--- src/core/pew_params.svh ---
// Purpose: timing and layout constants for the page-write memory host
// Assumes: 20 MHz clock, 50 ns period
// Notes:   waits round up, only the byte-load limit rounds down
`ifndef PEW_PARAMS_SVH
`define PEW_PARAMS_SVH

`define PEW_CLK_NS       50
`define PEW_CYC_UP(t)    (((t) + `PEW_CLK_NS - 1) / `PEW_CLK_NS)
`define PEW_CYC_DN(t)    ((t) / `PEW_CLK_NS)

// ---------------------------------------------------------------
// field layout
// ---------------------------------------------------------------
`define PEW_AW           13
`define PEW_DW           8
`define PEW_PAGE_LSB     4
`define PEW_PAGE_BYTES   16
`define PEW_POLL_BIT     7

// ---------------------------------------------------------------
// times and derived cycle counts
// ---------------------------------------------------------------
`define PEW_T_ACC_NS     450
`define PEW_T_OHZ_NS     100
`define PEW_T_WP_NS      150
`define PEW_T_BLC_US     20
`define PEW_T_WC_MS      10
`define PEW_SYNC         2
`define PEW_ACC_CYC      `PEW_CYC_UP(`PEW_T_ACC_NS)
`define PEW_REC_CYC      `PEW_CYC_UP(`PEW_T_OHZ_NS)
`define PEW_WP_CYC       `PEW_CYC_UP(`PEW_T_WP_NS)
`define PEW_BLC_CYC      `PEW_CYC_DN(`PEW_T_BLC_US * 1000)
`define PEW_BLC_LIM      (`PEW_BLC_CYC - 4)
`define PEW_WC_CYC       `PEW_CYC_UP(`PEW_T_WC_MS * 1000000)
`define PEW_TW           9
`define PEW_WCW          18

`endif

--- src/core/pew_pkg.sv ---
// Purpose: types for the page-write memory host
// Assumes: pew_params.svh constants
// Notes:   whole controller state is one packed struct
`include "pew_params.svh"

package pew_pkg;

  typedef enum logic [8:0] {
    PEW_IDLE     = 9'h001,
    PEW_RD_ACT   = 9'h002,
    PEW_RD_REC   = 9'h004,
    PEW_WR_SET   = 9'h008,
    PEW_WR_PULSE = 9'h010,
    PEW_WR_HOLD  = 9'h020,
    PEW_PAGE     = 9'h040,
    PEW_POLL_ACT = 9'h080,
    PEW_POLL_REC = 9'h100
  } pew_state_t;

  typedef struct packed {
    pew_state_t             st;
    logic [`PEW_TW-1:0]     cnt;
    logic [`PEW_TW-1:0]     pt;
    logic [`PEW_WCW-1:0]    wc;
    logic [4:0]             nb;
    logic                   pend;
    logic                   cur_wr;
    logic                   cur_last;
    logic [`PEW_AW-1:0]     cur_addr;
    logic [`PEW_DW-1:0]     cur_data;
    logic [`PEW_AW-1:0]     lst_addr;
    logic                   lst_d7;
    logic                   samp7;
    logic [`PEW_DW-1:0]     s1;
    logic [`PEW_DW-1:0]     s2;
    logic                   ce_n;
    logic                   oe_n;
    logic                   we_n;
    logic [`PEW_AW-1:0]     addr;
    logic [`PEW_DW-1:0]     dout;
    logic                   doe;
    logic                   ready;
    logic                   rsp_v;
    logic [`PEW_DW-1:0]     rsp_d;
    logic                   rsp_to;
  } pew_regs_t;

endpackage

--- src/core/pew_host.sv ---
// Purpose: host controller driving a byte-wide page-write nonvolatile memory
// Assumes: 20 MHz clock; memory pins are asynchronous to it
// Notes:   writes are grouped into pages, completion found by top-bit polling
//
// Operation
// read runs while select and drive low
// memory floats data unless both low
// write needs select, strobe low, drive high
// address taken at later falling edge
// data taken at earlier rising edge
// programming completes without host action
// programming lasts at most 10 ms
// without polling wait 10 ms
// two to sixteen loads per page; host also closes a page after a single load when cmd_last is set
// page bits 4..12 unchanged within page
// extra loads reuse first cycle form
// next load within 20 us
// 20 us silence closes the page
// busy read inverts top bit
// finished read shows true top bit
// poll is ordinary read timing
// drive may pulse between loads
// each load is complete write cycle
// strobe pulses under 20 ns ignored
// drive low or strobe high inhibits
// select high means standby
// thirteen address lines pick one byte
// write mode pin combination, standby floats
// writes ignored while programming
// low address bits pick page slot
`include "pew_params.svh"
`timescale 1ns/1ps
`default_nettype none

module pew_host #(
  parameter int unsigned WC_CYC = `PEW_WC_CYC
) (
  input  wire logic                clock,
  input  wire logic                rst,
  input  wire logic                cmd_valid,
  input  wire logic                cmd_write,
  input  wire logic                cmd_last,
  input  wire logic [`PEW_AW-1:0]  cmd_addr,
  input  wire logic [`PEW_DW-1:0]  cmd_wdata,
  output var  logic                cmd_ready,
  output var  logic                rsp_valid,
  output var  logic [`PEW_DW-1:0]  rsp_rdata,
  output var  logic                rsp_timeout,
  output var  logic                mem_ce_n,
  output var  logic                mem_oe_n,
  output var  logic                mem_we_n,
  output var  logic [`PEW_AW-1:0]  address_lines,
  output var  logic [`PEW_DW-1:0]  data_lines_out,
  output var  logic                data_lines_oe,
  input  wire logic [`PEW_DW-1:0]  data_lines_in
);
  import pew_pkg::*;

  pew_regs_t state_r;
  pew_regs_t state_nxt;
  logic      poll_bit_line;

  assign poll_bit_line = state_r.s2[`PEW_POLL_BIT];

  // ---------------------------------------------------------------
  // next state
  // ---------------------------------------------------------------
  always_comb
  begin
    state_nxt       = state_r;
    state_nxt.s1    = data_lines_in;
    state_nxt.s2    = state_r.s1;
    state_nxt.rsp_v = 1'b0;

    case (state_r.st)
      PEW_IDLE:
      begin
        if (cmd_valid && state_r.ready)
        begin
          state_nxt.cur_wr   = cmd_write;
          state_nxt.cur_last = cmd_last;
          state_nxt.cur_addr = cmd_addr;
          state_nxt.cur_data = cmd_wdata;
          state_nxt.st       = cmd_write ? PEW_WR_SET : PEW_RD_ACT;
        end
      end
      PEW_RD_ACT:
      begin
        // data pins are resynchronised, so sampling waits two extra cycles
        if (state_r.cnt == `PEW_TW'(`PEW_ACC_CYC + `PEW_SYNC))
        begin
          state_nxt.rsp_d  = state_r.s2;
          state_nxt.rsp_to = 1'b0;
          state_nxt.rsp_v  = 1'b1;
          state_nxt.st     = PEW_RD_REC;
        end
      end
      PEW_RD_REC:
      begin
        // let the memory release the bus before we may drive it
        if (state_r.cnt == `PEW_TW'(`PEW_REC_CYC - 1))
          state_nxt.st = PEW_IDLE;
      end
      PEW_WR_SET:
        state_nxt.st = PEW_WR_PULSE;
      PEW_WR_PULSE:
      begin
        // pulse far wider than the noise filter
        if (state_r.cnt == `PEW_TW'(`PEW_WP_CYC - 1))
          state_nxt.st = PEW_WR_HOLD;
      end
      PEW_WR_HOLD:
      begin
        state_nxt.nb       = 5'(state_r.nb + 5'h1);
        state_nxt.lst_addr = state_r.cur_addr;
        state_nxt.lst_d7   = state_r.cur_data[`PEW_POLL_BIT];
        if (state_r.cur_last || state_nxt.nb == 5'(`PEW_PAGE_BYTES))
          state_nxt.st = PEW_POLL_ACT;
        else
          state_nxt.st = PEW_PAGE;
      end
      PEW_PAGE:
      begin
        if (cmd_valid && state_r.ready)
        begin
          state_nxt.cur_wr   = cmd_write;
          state_nxt.cur_last = cmd_last;
          state_nxt.cur_addr = cmd_addr;
          state_nxt.cur_data = cmd_wdata;
          if (cmd_write && cmd_addr[`PEW_AW-1:`PEW_PAGE_LSB] ==
              state_r.lst_addr[`PEW_AW-1:`PEW_PAGE_LSB])
            state_nxt.st = PEW_WR_SET;
          else
          begin
            // other page or a read: close this page first, run it afterwards
            state_nxt.pend = 1'b1;
            state_nxt.st   = PEW_POLL_ACT;
          end
        end
        else if (!state_r.ready)
          state_nxt.st = PEW_POLL_ACT;
      end
      PEW_POLL_ACT:
      begin
        if (state_r.cnt == `PEW_TW'(`PEW_ACC_CYC + `PEW_SYNC))
        begin
          state_nxt.samp7 = poll_bit_line;
          state_nxt.st    = PEW_POLL_REC;
        end
      end
      PEW_POLL_REC:
      begin
        if (state_r.cnt == `PEW_TW'(`PEW_REC_CYC - 1))
        begin
          if (state_r.samp7 == state_r.lst_d7 || state_r.wc >= `PEW_WCW'(WC_CYC))
          begin
            state_nxt.rsp_v  = 1'b1;
            state_nxt.rsp_to = state_r.samp7 != state_r.lst_d7;
            state_nxt.nb     = 5'h0;
            state_nxt.pend   = 1'b0;
            if (!state_r.pend)
              state_nxt.st = PEW_IDLE;
            else if (state_r.cur_wr)
              state_nxt.st = PEW_WR_SET;
            else
              state_nxt.st = PEW_RD_ACT;
          end
          else
            state_nxt.st = PEW_POLL_ACT;
        end
      end
      default:
        state_nxt.st = PEW_IDLE;
    endcase

    // ---------------------------------------------------------------
    // counters
    // ---------------------------------------------------------------
    state_nxt.cnt = (state_nxt.st != state_r.st) ? '0 : `PEW_TW'(state_r.cnt + `PEW_TW'(1));
    if (state_nxt.st == PEW_WR_PULSE && state_r.st != PEW_WR_PULSE)
      state_nxt.pt = '0;
    else if (state_r.pt != '1)
      state_nxt.pt = `PEW_TW'(state_r.pt + `PEW_TW'(1));
    if (state_r.st == PEW_POLL_ACT || state_r.st == PEW_POLL_REC)
    begin
      if (state_r.wc != '1)
        state_nxt.wc = `PEW_WCW'(state_r.wc + `PEW_WCW'(1));
    end
    else
      state_nxt.wc = '0;

    // ---------------------------------------------------------------
    // pins follow the next state, so they leave flops directly
    // ---------------------------------------------------------------
    state_nxt.ce_n = 1'b1;
    state_nxt.oe_n = 1'b1;
    state_nxt.we_n = 1'b1;
    state_nxt.doe  = 1'b0;
    case (state_nxt.st)
      PEW_RD_ACT, PEW_POLL_ACT:
      begin
        state_nxt.ce_n = 1'b0;
        state_nxt.oe_n = 1'b0;
        state_nxt.addr = (state_nxt.st == PEW_RD_ACT) ? state_nxt.cur_addr : state_nxt.lst_addr;
      end
      PEW_WR_SET:
      begin
        // address set a cycle before the strobe, data held through release
        state_nxt.ce_n = 1'b0;
        state_nxt.addr = state_nxt.cur_addr;
        state_nxt.dout = state_nxt.cur_data;
        state_nxt.doe  = 1'b1;
      end
      PEW_WR_PULSE:
      begin
        state_nxt.ce_n = 1'b0;
        state_nxt.we_n = 1'b0;
        state_nxt.doe  = 1'b1;
      end
      PEW_WR_HOLD:
        state_nxt.doe = 1'b1;
      default:
        state_nxt.doe = 1'b0;
    endcase

    // page stays open only while the next strobe can still fall in time
    state_nxt.ready = (state_nxt.st == PEW_IDLE) ||
                      (state_nxt.st == PEW_PAGE && state_nxt.pt < `PEW_TW'(`PEW_BLC_LIM) &&
                       state_nxt.nb < 5'(`PEW_PAGE_BYTES));
  end

  // ---------------------------------------------------------------
  // state register
  // ---------------------------------------------------------------
  always_ff @(posedge clock or posedge rst)
  begin
    if (rst)
    begin
      state_r      <= '0;
      state_r.st   <= PEW_IDLE;
      state_r.ce_n <= 1'b1;
      state_r.oe_n <= 1'b1;
      state_r.we_n <= 1'b1;
    end
    else
      state_r <= state_nxt;
  end

  assign cmd_ready      = state_r.ready;
  assign rsp_valid      = state_r.rsp_v;
  assign rsp_rdata      = state_r.rsp_d;
  assign rsp_timeout    = state_r.rsp_to;
  assign mem_ce_n       = state_r.ce_n;
  assign mem_oe_n       = state_r.oe_n;
  assign mem_we_n       = state_r.we_n;
  assign address_lines  = state_r.addr;
  assign data_lines_out = state_r.dout;
  assign data_lines_oe  = state_r.doe;

endmodule

`default_nettype wire

--- config.mk ---
export PLATFORM = sky130hd
export DESIGN_NAME = pew_host
export DESIGN_NICKNAME = d
export VERILOG_FILES = /design/src/core/pew_pkg.sv /design/src/core/pew_host.sv
export VERILOG_INCLUDE_DIRS = /design/src /design/src/core
export SDC_FILE = /design/constraint.sdc
export NUM_CORES = 1
export LEC_CHECK = 0
export BUFFER_PORTS_ARGS = -buffer_cell sky130_fd_sc_hd__buf_2
export CORE_ASPECT_RATIO = 1.5
export CORE_MARGIN = 4
export CORE_UTILIZATION = 61
export CTS_CLUSTER_DIAMETER = 50
export DETAILED_ROUTE_END_ITERATION = 8
export PLACE_DENSITY = 0.82
export SLEW_MARGIN = 0
export SYNTH_ARGS = -nofsm -noshare
export SYNTH_HDL_FRONTEND = slang
export SYNTH_SLANG_ARGS = --single-unit
export TNS_END_PERCENT = 30
--- constraint.sdc ---
create_clock -name clock -period 13.8 [get_ports clock]
set_input_delay 2.07 -clock clock [delete_from_list [all_inputs] [get_ports clock]]
set_output_delay 2.07 -clock clock [all_outputs]
set_load 0.02 [all_outputs]
Word level (Yosys, flattened, before mapping). Index checks and enable logic that the tools add are counted.

Logic and storage cells: 129. Output and inout bits: 36. Register bits after elaboration: 141. Input port bits: 34.

Equality and inequality tests: 34. Muxes and demuxes: 42. Add/sub/neg operators: 4. Reductions and logical operators: 21. $lt $le $gt $ge: 3.

Operators by type and width (count): $mux W9 (11); $pmux W9 S9 (1); $pmux W23 S2 (1); $mux W18 (2); $eq A9 B1 Y1 const B (3); $eq A9 B2 Y1 const B (3); $eq A9 B4 Y1 const B (3); $pmux W13 S2 (1); $mux W24 (1); $mux W8 (3); $mux W23 (1); $add A18 B1 Y18 const B (1); $add A9 B1 Y9 const B (2); $eq A9 B5 Y1 const B (2); $eq A9 B6 Y1 const B (2); $eq A9 B7 Y1 const B (2); $eq A9 B8 Y1 const B (2); $ge A18 B18 Y1 const B (1); $ne A18 B18 Y1 const B (1); $mux W14 (1); $mux W13 (1); $mux W4 (3); $mux W6 (2); $ne A2 B2 Y1 const B (6); other kinds (27) (48).

Depth between registers and ports, before layout. Gate-level depths: netlist of the first run.

Word-level depth: 12. Gate-level depth with buffers: 10.

Worst setup path before layout of the first run. No wires, ideal clock.

Path kind: input-to-reg. Start point: input port cmd_addr[7]. End point: register state_r (netlist bit address_lines[0]). Setup slack: 10.099 ns. Stages on the path: 8. Arrival time: 3.597 ns. Data required time: 13.696 ns. Library setup time: 0.104 ns. Path buffers: 2. Cell sequence: xor2_1 nor4_1 nand3_1 and3_1 or2_1 buf_4 buf_6 o311ai_1.

RTL lines: start: declaration (line pew_host.sv:43) `` input wire logic [`PEW_AW-1:0] cmd_addr, ``; end signal: assignment (line pew_host.sv:246) `state_r <= state_nxt;`; end: declaration (line pew_host.sv:59) `pew_regs_t state_r;`.

Worst setup path in the final report of the first run.
Start point: input port cmd_addr[12]. End point: register state_r (netlist bit address_lines[0]).

Cells in the longest elaborated chain, start to end: 8. Elaborated cells on any way between the ends: 12.

RTL lines: $eq A9 B9 Y1 * (line pew_host.sv:130) `` if (cmd_write && cmd_addr[`PEW_AW-1:`PEW_PAGE_LSB] == ``; $logic_and A1 B1 Y1 * (line pew_host.sv:130); $mux W8 * (line pew_host.sv:130); $mux W9 * (line pew_host.sv:124) `if (cmd_valid && state_r.ready)`; $pmux W9 S9 * (line pew_host.sv:75) `case (state_r.st)`; $eq A9 B2 Y1 or $eq A9 B8 Y1 (tied branches) (line pew_host.sv:199, pew_host.sv:204); $mux W13 or $reduce_or A2 Y1 (tied branches) (line pew_host.sv:204, pew_host.sv:199); $pmux W13 S2 or $reduce_bool A2 Y1 (tied branches).

Mark *: on every way between the ends. The rest lies on a longest branch, timed or not. A chain may end at the register's enable or synchronous reset.

==> flow_summary.json, run 1 <==
{
  "min_from": "state_nxt[39]",
  "cts_made_buffers": 17,
  "overflow": 0,
  "synth_nets": 628,
  "avgViaCountPerCell": 5.93,
  "via_count": 4655,
  "clock_path_buffers": 2,
  "critPathMaxFanout": 16,
  "rr_worst_depth": 6,
  "comb_power_share": 0.268,
  "postCtsHoldBufs": 0,
  "synth_edf_count": 0,
  "path_clk_slew_ns": 0.06,
  "synth_common_cells": "137 x dfrtp_1, 46 x nor2_1, 43 x mux2_2",
  "cts.sinks": 141,
  "final_core_util": 0.699,
  "coreArea_sq_um": 10600,
  "synth_top_area_cell": "dfrtp_1",
  "finalMaxSlewViolations": 0,
  "antenna_left": 0,
  "finalSetupTns_ns": 0,
  "crit_type": "input port to register",
  "gp_congestion": 0.908,
  "cp_data_arrival_time_ns": 4.17,
  "port_buffers": 69,
  "clk_latency_ns": 0.42,
  "p_sw_frac": 0.345,
  "avgRoutedWirePerCell_um": 18.5,
  "drt_wl_total_mm": 14.5,
  "max_slew_margin": 0.146,
  "area_growth_syn_to_layout_pct": 11.9,
  "worst_pin_slew_ns": 1.28,
  "hold_end": "state_r[39]",
  "grt_max_degree": 73,
  "reg2reg_from": "state_r[125]",
  "pwr-share-seq": 0.419,
  "p_int_mw": 0.900,
  "die_w_um": 93.1,
  "crit_path_max_incr_delay_ns": 0.51,
  "root_buffer": "clkbuf_16",
  "drt_pass1_iterations": 5,
  "synth_ff_type": "dfrtp_1",
  "clock_skew_ns": 0.00686,
  "first_global_vias": 5024,
  "ys_seq_elements": 141,
  "grt_pass1_wl_mm": 24.3,
  "ff2ff_setup_slack_ns": 10.73,
  "drv_cap": 0,
  "ios": 70,
  "crit_path_end_kind": "register",
  "synthTopCellsByArea": "dfrtp_1 52%, mux2_2 7.3%, buf_4 3.5%, xor2_1 3.0%, o21ai_0 2.7%",
  "synth_cell_types": 61,
  "fin_nets": 669,
  "synth_seq_area_share": 0.534,
  "drc": 0,
  "async_reset_ff_frac": 1.00,
  "postCtsSetupBuffers": 0,
  "antenna_cells": 0,
  "cellLeakagePower_nw": 3.39,
  "hold_depth": 0,
  "dieArea_sq_um": 12600,
  "critical_path_required_ns": 14.10,
  "cp-start-kind": "input port",
  "setup_violations": 0,
  "power.share.clock": 0.313,
  "dp_hpwl_mm": 9.78,
  "die_h_um": 136,
  "start_util": 0.625,
  "hold_viol": 0,
  "yosysMostFrequentCell": "dfrtp_1",
  "syn_area_sq_um": 6620,
  "power.density_nw_per_um2": 186,
  "drive_gt1_frac": 0.264,
  "fin_crit_ns": 3.87,
  "r2r_end": "address_lines[8]",
  "cts_tree": "done",
  "synthCells": 587,
  "yosys_warnings": 0,
  "cts_resized": 0,
  "rsz0062_at_grt": "no",
  "fin_crit_sh": 0.280,
  "peakVddDrop_mv": 0.145,
  "whs_ns": 0.351,
  "fmax_ghz": 0.258,
  "synth_top_area_frac": 0.518,
  "critPathSlowestCell": "or2_1",
  "initialDrtViolationCount": 321,
  "syn_avg_cell_area_sq_um": 11.3,
  "p_switching_mw": 0.474,
  "cts.htree.levels": 4,
  "hold_class": "register to register",
  "crit_path_cell_trace": "buf_2 -> xor2_1 -> nor4_1 -> nand3_1 -> and3_1 -> or2_1 -> o311ai_1",
  "antenna_found_initial": 0,
  "rows": 46,
  "track_usage": 0.248,
  "status": "finished clean"
}
[cells by family (layout without fill, tap and decap cells)]
| family | count (synthesis) | after routing | share of synthesized area |
|---|---|---|---|
| multiplexers | 55 | 55 | 0.0932 |
| flip-flops | 141 | 141 | 0.534 |
| adder cells (fa/ha/maj) | 7 | 7 | 0.0132 |
| XOR/XNOR | 35 | 35 | 0.0463 |
| buffers and inverters | 71 | 125 | 0.0624 |
| AO/OA/AOI/OAI | 92 | 92 | 0.0930 |
| AND/OR/NAND/NOR | 186 | 186 | 0.158 |
[routing by layer]
metal	global-route usage	vias to the layer above	wire [um]
met4	0.109	0	350
met2	0.440	155	7960
met1	0.285	2321	5590
met5	0	-	0
li1	-	2146	-
met3	0.0550	33	606
[placed cells by master, fill, tap and decap left out, types with 5 or more instances in the layout]
cell type,count
and2_1,9
inv_6,6
o311ai_1,13
nand2_1,32
nor4_1,9
nand4_1,12
buf_2,69
dfrtp_1,137
a21oi_1,10
nand3_1,17
ha_1,7
nor3_1,11
and3_1,7
inv_1,21
xor2_1,23
mux2_2,43
o21ai_0,36
mux2_1,10
nand2b_1,9
clkbuf_16,17
xnor2_1,12
nor2_1,46
a31oi_1,5
[sequential cells by signal, indices dropped and copies added, names as in the netlist, 8 cells and up]
name            count
state_r            96
state_nxt           8
rsp_rdata           8
address_lines      13
data_lines_out      8
[critical path: cells and delay by family]
kind            cells  cell delay [ns]
buf+inv             1             0.11
xor+xnor            1             0.14
simple gates        4             1.45
compound gates      1             0.39
[power groups by stage]
stage | Combinational [mW] | Clock, mW | Sequential, mW
floorplan | 0.312 | 0 | 0.565
global placement | 0.349 | 0 | 0.574
detailed placement | 0.366 | 0 | 0.579
CTS | 0.370 | 0.438 | 0.574
global route | 0.404 | 0.455 | 0.586
finish | 0.369 | 0.430 | 0.575
[final cells by class]
| cell class | count | area [sq um] |
|---|---|---|
| Sequential cell | 141 | 3530 |
| Fill cell | 799 | 3180 |
| Multi-Input combinational cell | 375 | 2680 |
| Clock buffer | 18 | 439 |
| Timing Repair Buffer | 71 | 360 |
| Tap cell | 144 | 180 |
| Clock inverter | 14 | 126 |
| Inverter | 22 | 87.6 |
[worst max-delay path by stage]
stage | from | to | slack [ns]
4_1_cts | cmd_addr[6] | address_lines[0] | 9.95
3_3_place_gp | cmd_addr[7] | address_lines[11] | 9.61
5_1_grt | cmd_addr[12] | address_lines[8] | 9.78
3_5_place_dp | cmd_addr[12] | address_lines[6] | 9.53
2_1_floorplan | rst | address_lines[0] | 7.96
6_report | cmd_addr[12] | address_lines[0] | 9.93
[stage by stage]
step                cells  total power, mW  setup WS, ns  instance area (sq um)
finish                785             1.37          9.93                   7410
global route          785             1.44          9.78                   7410
CTS                   785             1.38          9.95                   7410
detailed placement    753            0.945          9.53                   6840
global placement      753            0.923          9.61                   6840
floorplan             587            0.877          7.96                   6620
Note: power is estimated with default switching activity, not from simulation.
==> run 2: changes to the inputs <==
Settings changed: ABC_AREA from default to 1, CORE_UTILIZATION 61 to 53, PLACE_DENSITY 0.82 to 0.76.
Clock period 13.8 ns to 3.4 ns, I/O delays scaled along.
==> run 2 against run 1 <==
  * Non-clock buffer count is 3 higher
  * Critical path depth up 4
  * Area after synthesis up 4.4%
  * Sequential power increased to 3.9 times the previous value
  * Count of clock-buffer cells in the layout grew 2
  * Cell count rose by 35%
  * Synthesized cell count increased by 42%
  * First-iteration DRC count down 11%
  * Design area increased by 5.8%
  * Die area increased by 19%
  * Critical path type is now register to register
==> flow_summary.json, run 2 <==
{
  "status": "finished clean",
  "reg2reg_from": "state_r[132]",
  "synthTopCellsByArea": "dfrtp_1 50%, nand2_1 11%, inv_1 6.5%, nor2_1 4.3%, o21ai_0 3.8%",
  "async_reset_ff_frac": 1.00,
  "dpl-instance-area_sq_um": 7230,
  "track_usage": 0.219,
  "grt_max_degree": 61,
  "peakVddDrop_mv": 0.471,
  "postCtsSetupBuffers": 0,
  "port_buffers": 69,
  "cts_tree": "done",
  "synth_compound_area_frac": 0.0869,
  "cp-start-kind": "register",
  "drv_cap": 0,
  "synth_top_area_frac": 0.496,
  "hold_viol": 0,
  "avgViaCountPerCell": 5.25,
  "synth_seq_area_share": 0.512,
  "ios": 70,
  "synthAdderAreaFrac": 0.0127,
  "n_fill_cell": 1118,
  "antenna_cells": 0,
  "fin_crit_sh": 0.823,
  "synthMuxAreaShare": 0.0141,
  "drt_pass1_iterations": 5,
  "antenna_left": 0,
  "dieArea_sq_um": 15000,
  "via_count": 5544,
  "crit_type": "register to register",
  "critPathMaxFanout": 14,
  "cts.htree.levels": 4,
  "crit_top_cell": "nand2_1",
  "cts.sinks": 141,
  "clock_skew_ns": 0.0111,
  "synth_top_area_cell": "dfrtp_1",
  "hold_depth": 1,
  "drc": 0,
  "min_from": "data_lines_in[6]",
  "yosysMostFrequentCell": "nand2_1",
  "cellLeakagePower_nw": 4.16,
  "power.density_nw_per_um2": 765,
  "cp.buffers_inverters": 3,
  "cts_made_buffers": 17,
  "ff2ff_setup_slack_ns": 0.60,
  "fin_crit_ns": 2.80,
  "finalMaxSlewViolations": 0,
  "rr_worst_depth": 11,
  "synthCells": 836,
  "critical_path_required_ns": 3.75,
  "grt_pass1_wl_mm": 25.9,
  "die_w_um": 101,
  "avgRoutedWirePerCell_um": 14.3,
  "layout_common_cells": "205 x nand2_1, 137 x dfrtp_1, 119 x inv_1",
  "die_h_um": 148,
  "critPathSlowestCell": "dfstp_2",
  "gp_congestion": 0.925,
  "top_register": "state_r",
  "syn_avg_cell_area_sq_um": 8.26,
  "first_global_vias": 5635,
  "finalSetupTns_ns": 0,
  "drt_wl_total_mm": 15.1,
  "synth_cell_types": 50,
  "setup_violations": 0,
  "dp_hpwl_mm": 10.8,
  "clk_latency_ns": 0.42,
  "start_util": 0.547,
  "path_clk_slew_ns": 0.06,
  "synth_ff_type": "dfrtp_1",
  "synth-xor-area-share": 0.0114,
  "crit_path_cell_trace": "inv_1 -> nand3_2 -> nor2_1 -> buf_4 -> nand2_1 -> nand3_1 -> a21oi_2 -> inv_1 -> nor2_2 -> nand2_1 -> nand2_1",
  "layout_commonest_cell": "nand2_1",
  "drive_gt1_frac": 0.162,
  "synth_nets": 877,
  "synth_common_cells": "205 x nand2_1, 137 x dfrtp_1, 120 x inv_1",
  "worst_pin_slew_ns": 0.946,
  "root_buffer": "clkbuf_16",
  "area_growth_syn_to_layout_pct": 13.4,
  "crit_path_max_incr_delay_ns": 0.54,
  "hold_end": "state_nxt[42]",
  "crit_path_end_kind": "register",
  "overflow": 0,
  "antenna_found_initial": 0,
  "design_area_sq_um": 7830,
  "fmax_ghz": 0.357,
  "syn_area_sq_um": 6910,
  "cp_top_family": "simple AND/OR/NAND/NOR gates",
  "hold_class": "input port to register",
  "synth_top_family_by_area": "simple AND/OR/NAND/NOR gates",
  "coreArea_sq_um": 12600,
  "largest_reg_flops": 96,
  "yosys_warnings": 0,
  "fin_nets": 928,
  "cp_data_arrival_time_ns": 3.15,
  "rsz0062_at_grt": "no",
  "ys_seq_elements": 141,
  "initialDrtViolationCount": 285,
  "r2r_end": "address_lines[5]",
  "rows": 50,
  "synthSimpleGateAreaFrac": 0.252,
  "postCtsHoldBufs": 0,
  "clock_path_buffers": 2,
  "cts_resized": 0,
  "synth_edf_count": 0,
  "max_slew_margin": 0.368,
  "finalPower_mw": 5.99
}
## run 2: area by class of cell
cell class	count	area, sq um	share of cell area
flip-flops and latches	141	3530	0.451
multi-input cells	526	2610	0.333
inverters	127	480	0.0613
clock buffers	20	447	0.0570
repair buffers	74	408	0.0521
well taps	156	195	0.0249
clock inverters	12	160	0.0204
## run 2: worst register-to-register path: stages (launching register included)
cell and delay, ns:
dfstp_2 0.54, inv_1 0.11, nand3_2 0.16, nor2_1 0.17, buf_4 0.21, nand2_1 0.09, nand3_1 0.10, a21oi_2 0.48
inv_1 0.35, nor2_2 0.33, nand2_1 0.11, nand2_1 0.08
## run 2: layer usage
layer  track usage  vias to the layer above  part of all wire
met1         0.256                     2604              0.39
met4         0.111                        0             0.031
met3        0.0467                       38             0.052
met5             0                        -                 0
li1              -                     2727                 -
met2         0.374                      175              0.52
## run 2: worst max path at each step
stage / to / start / slack (ns) / depth (start not counted)
5_1_grt: address_lines[7] / state_r[132] / 0.39 / 11
2_1_floorplan: address_lines[0] / rst / 1.13 / 1
4_1_cts: address_lines[5] / state_r[132] / 0.64 / 11
6_report: address_lines[5] / state_r[132] / 0.60 / 11
3_3_place_gp: address_lines[11] / state_r[132] / 0.75 / 11
3_5_place_dp: address_lines[5] / state_r[132] / 0.66 / 11
## run 2: power breakdown
group          switching (mW)  internal (mW)  leakage, nW  total (mW)
logic                    1.20          0.625         2.05        1.83
registers               0.205           2.07         1.81        2.27
clock network           0.708           1.18        0.295        1.89
## run 2: kinds of logic after synthesis
kind of cell / after synthesis
buffers and inverters: 169
xor gates and xnor gates: 9
and+or+nand+nor: 393
DFF: 141
muxes: 8
AOI/OAI and AO/OA: 109
adders and majority gates: 7
## run 2: stage by stage
| step | hold WS (ns) | util | instances | setup WS (ns) |
|---|---|---|---|---|
| after floorplan | 0.331 | - | 836 | 1.13 |
| final | 0.207 | 0.620 | 1056 | 0.601 |
| after global placement | 0.333 | 0.572 | 1024 | 0.753 |
| after global routing | 0.191 | 0.620 | 1056 | 0.394 |
| after CTS | 0.190 | 0.620 | 1056 | 0.645 |
| after detailed placement | 0.337 | 0.572 | 1024 | 0.656 |
==> run 3: changes to the inputs <==
Settings changed: ABC_AREA 1 to 0, CORE_UTILIZATION 53 to 59, PLACE_DENSITY 0.76 to 0.8.
Clock period 3.4 ns to 2.6 ns, I/O delays scaled along.
==> run 3 against run 2 <==
  * Worst hold slack lost 0.14 ns
  * Register-to-register slack got worse by 0.46 ns
  * Die area is 13% lower
  * Critical path depth shrank 5
  * Largest power group unchanged
==> flow_summary.json, run 3 (synthesis results as in run 1) <==
{
  "comb_power_share": 0.276,
  "top_register": "state_r",
  "antenna_left": 0,
  "path_clk_slew_ns": 0.06,
  "die_h_um": 138,
  "dieArea_sq_um": 13000,
  "peakVddDrop_mv": 0.915,
  "largest_reg_flops": 96,
  "crit_path_end": "data_lines_out[7]",
  "cp.buffers_inverters": 1,
  "start_util": 0.602,
  "ff2ff_setup_slack_ns": 0.14,
  "p_int_mw": 5.15,
  "p_switching_mw": 2.49,
  "rr_worst_depth": 6,
  "worst_pin_slew_ns": 0.741,
  "r2r_end": "data_lines_out[7]",
  "drt_pass1_iterations": 5,
  "power.density_nw_per_um2": 995,
  "cp-startpoint": "state_r[137]",
  "fin_crit_sh": 0.948,
  "cts.htree.levels": 4,
  "critPathSlowestCell": "or4_4",
  "first_global_vias": 5022,
  "setup_violations": 0,
  "finalMaxSlewViolations": 0,
  "avgViaCountPerCell": 5.84,
  "clock_path_buffers": 2,
  "grt_max_degree": 142,
  "p_sw_frac": 0.326,
  "crit_top_cell": "mux2_2",
  "path_depth": 6,
  "reg2reg_from": "state_r[137]",
  "crit_path_max_incr_delay_ns": 0.58,
  "hold_class": "input port to register",
  "track_usage": 0.237,
  "max_slew_margin": 0.506,
  "pwr-share-seq": 0.399,
  "area_growth_syn_to_layout_pct": 15.9,
  "cp_data_arrival_time_ns": 2.76,
  "cp_top_family": "simple AND/OR/NAND/NOR gates",
  "initialDrtViolationCount": 284,
  "cellLeakagePower_nw": 3.55,
  "place_inst": 776,
  "design_area_sq_um": 7670,
  "postCtsHoldBufs": 0,
  "layout.cells.non_filler": 812,
  "critical_path_required_ns": 2.90,
  "layout_commonest_cell": "dfrtp_1",
  "ios": 70,
  "cts_made_buffers": 17,
  "antenna_cells": 0,
  "overflow": 0,
  "rsz0062_at_grt": "no",
  "grt_pass1_wl_mm": 23.7,
  "port_buffers": 69,
  "crit_type": "register to register",
  "die_w_um": 94.5,
  "fin_nets": 693,
  "drc": 0,
  "drt_wl_total_mm": 14.5,
  "ff_latch_area_sq_um": 3530,
  "drive_gt1_frac": 0.292,
  "crit_path_cell_trace": "or4_4 -> nor4_4 -> o21a_4 -> buf_4 -> mux2_2 -> mux2_2",
  "finalSetupTns_ns": 0,
  "status": "finished clean",
  "layout_common_cells": "137 x dfrtp_1, 69 x buf_2, 46 x nor2_1",
  "cts.sinks": 141,
  "multiInputGateArea_sq_um": 2690,
  "fin_crit_ns": 2.46,
  "rows": 47,
  "hold_viol": 0,
  "n_fill_cell": 775,
  "coreArea_sq_um": 11000,
  "avgRoutedWirePerCell_um": 17.9,
  "cts_tree": "done",
  "clk_latency_ns": 0.42,
  "crit_path_end_kind": "register",
  "gp_congestion": 0.912,
  "dpl-instance-area_sq_um": 7010,
  "antenna_found_initial": 0,
  "critPathMaxFanout": 8,
  "clock_skew_ns": 0.0103,
  "via_count": 4742,
  "drv_cap": 0,
  "dp_hpwl_mm": 9.66,
  "power.share.clock": 0.324,
  "fmax_ghz": 0.406,
  "root_buffer": "clkbuf_16",
  "cp-start-kind": "register"
}
run 3: changes by cell type in the layout (fill, tap and decap cells not counted), moves of 13 or more:
cell / delta
nand2_1: -173
inv_1: -98
mux2_2: +37
nor2_1: -34
nand3_1: -33
a21oi_1: -25
buf_4: +21
xor2_1: +18
o21ai_0: -17
o311ai_1: +13
run 3: final cells by class:
type	count	share of cell area
multi-input cells	375	0.351
repair buffers	95	0.0737
clock buffers	21	0.0626
inverters	22	0.0113
clock inverters	11	0.0171
well taps	147	0.0240
flip-flops and latches	141	0.460
run 3: how the worst min path moves through the flow:
stage                      from            end  slack (ns)  cells past startpoint
6_report       data_lines_in[1]  state_nxt[37]        0.07                      1
5_1_grt        data_lines_in[6]  state_nxt[42]        0.05                      1
4_1_cts        data_lines_in[1]  state_nxt[37]        0.06                      1
3_5_place_dp      state_nxt[38]    state_r[38]        0.34                      0
3_3_place_gp      state_nxt[37]    state_r[37]        0.33                      0
2_1_floorplan     state_nxt[43]  poll_bit_line        0.33                      0
run 3: power groups by stage:
stage                     combinational (mW)  clock, mW  sequential (mW)
after global routing                    2.32       2.60             3.10
after floorplan                         1.66          0             3.00
after CTS                               2.09       2.51             3.04
after detailed placement                2.05          0             3.06
final                                   2.11       2.48             3.05
after global placement                  1.96          0             3.03
run 3: repair_timing:
| item | 4_1_cts | 5_1_grt |
|---|---|---|
| endpoints found under the setup margin | 0 | 10 |
| buffers inserted | 0 | 4 |
| gates resized for setup | 0 | 3 |
run 3: metal layers:
layer / GRT usage / part of all wire / routed length, um / vias to the layer above
met4: 0.114 / 0.029 / 415 / 0
met2: 0.419 / 0.54 / 7890 / 122
met3: 0.0525 / 0.046 / 665 / 28
met5: 0 / 0 / 0 / -
met1: 0.268 / 0.38 / 5580 / 2404
li1: - / - / - / 2188
run 3: metrics by stage:
step                      hold slack, ns  worst slack (ns)  utilization  total power, mW
after CTS                         0.0577            0.0772        0.693             7.63
after global routing              0.0532           0.00417        0.698             8.02
after floorplan                    0.331             0.231            -             4.66
after detailed placement           0.340            0.0968        0.638             5.11
after global placement             0.332             0.193        0.638             4.99
final                             0.0709             0.136        0.698             7.64
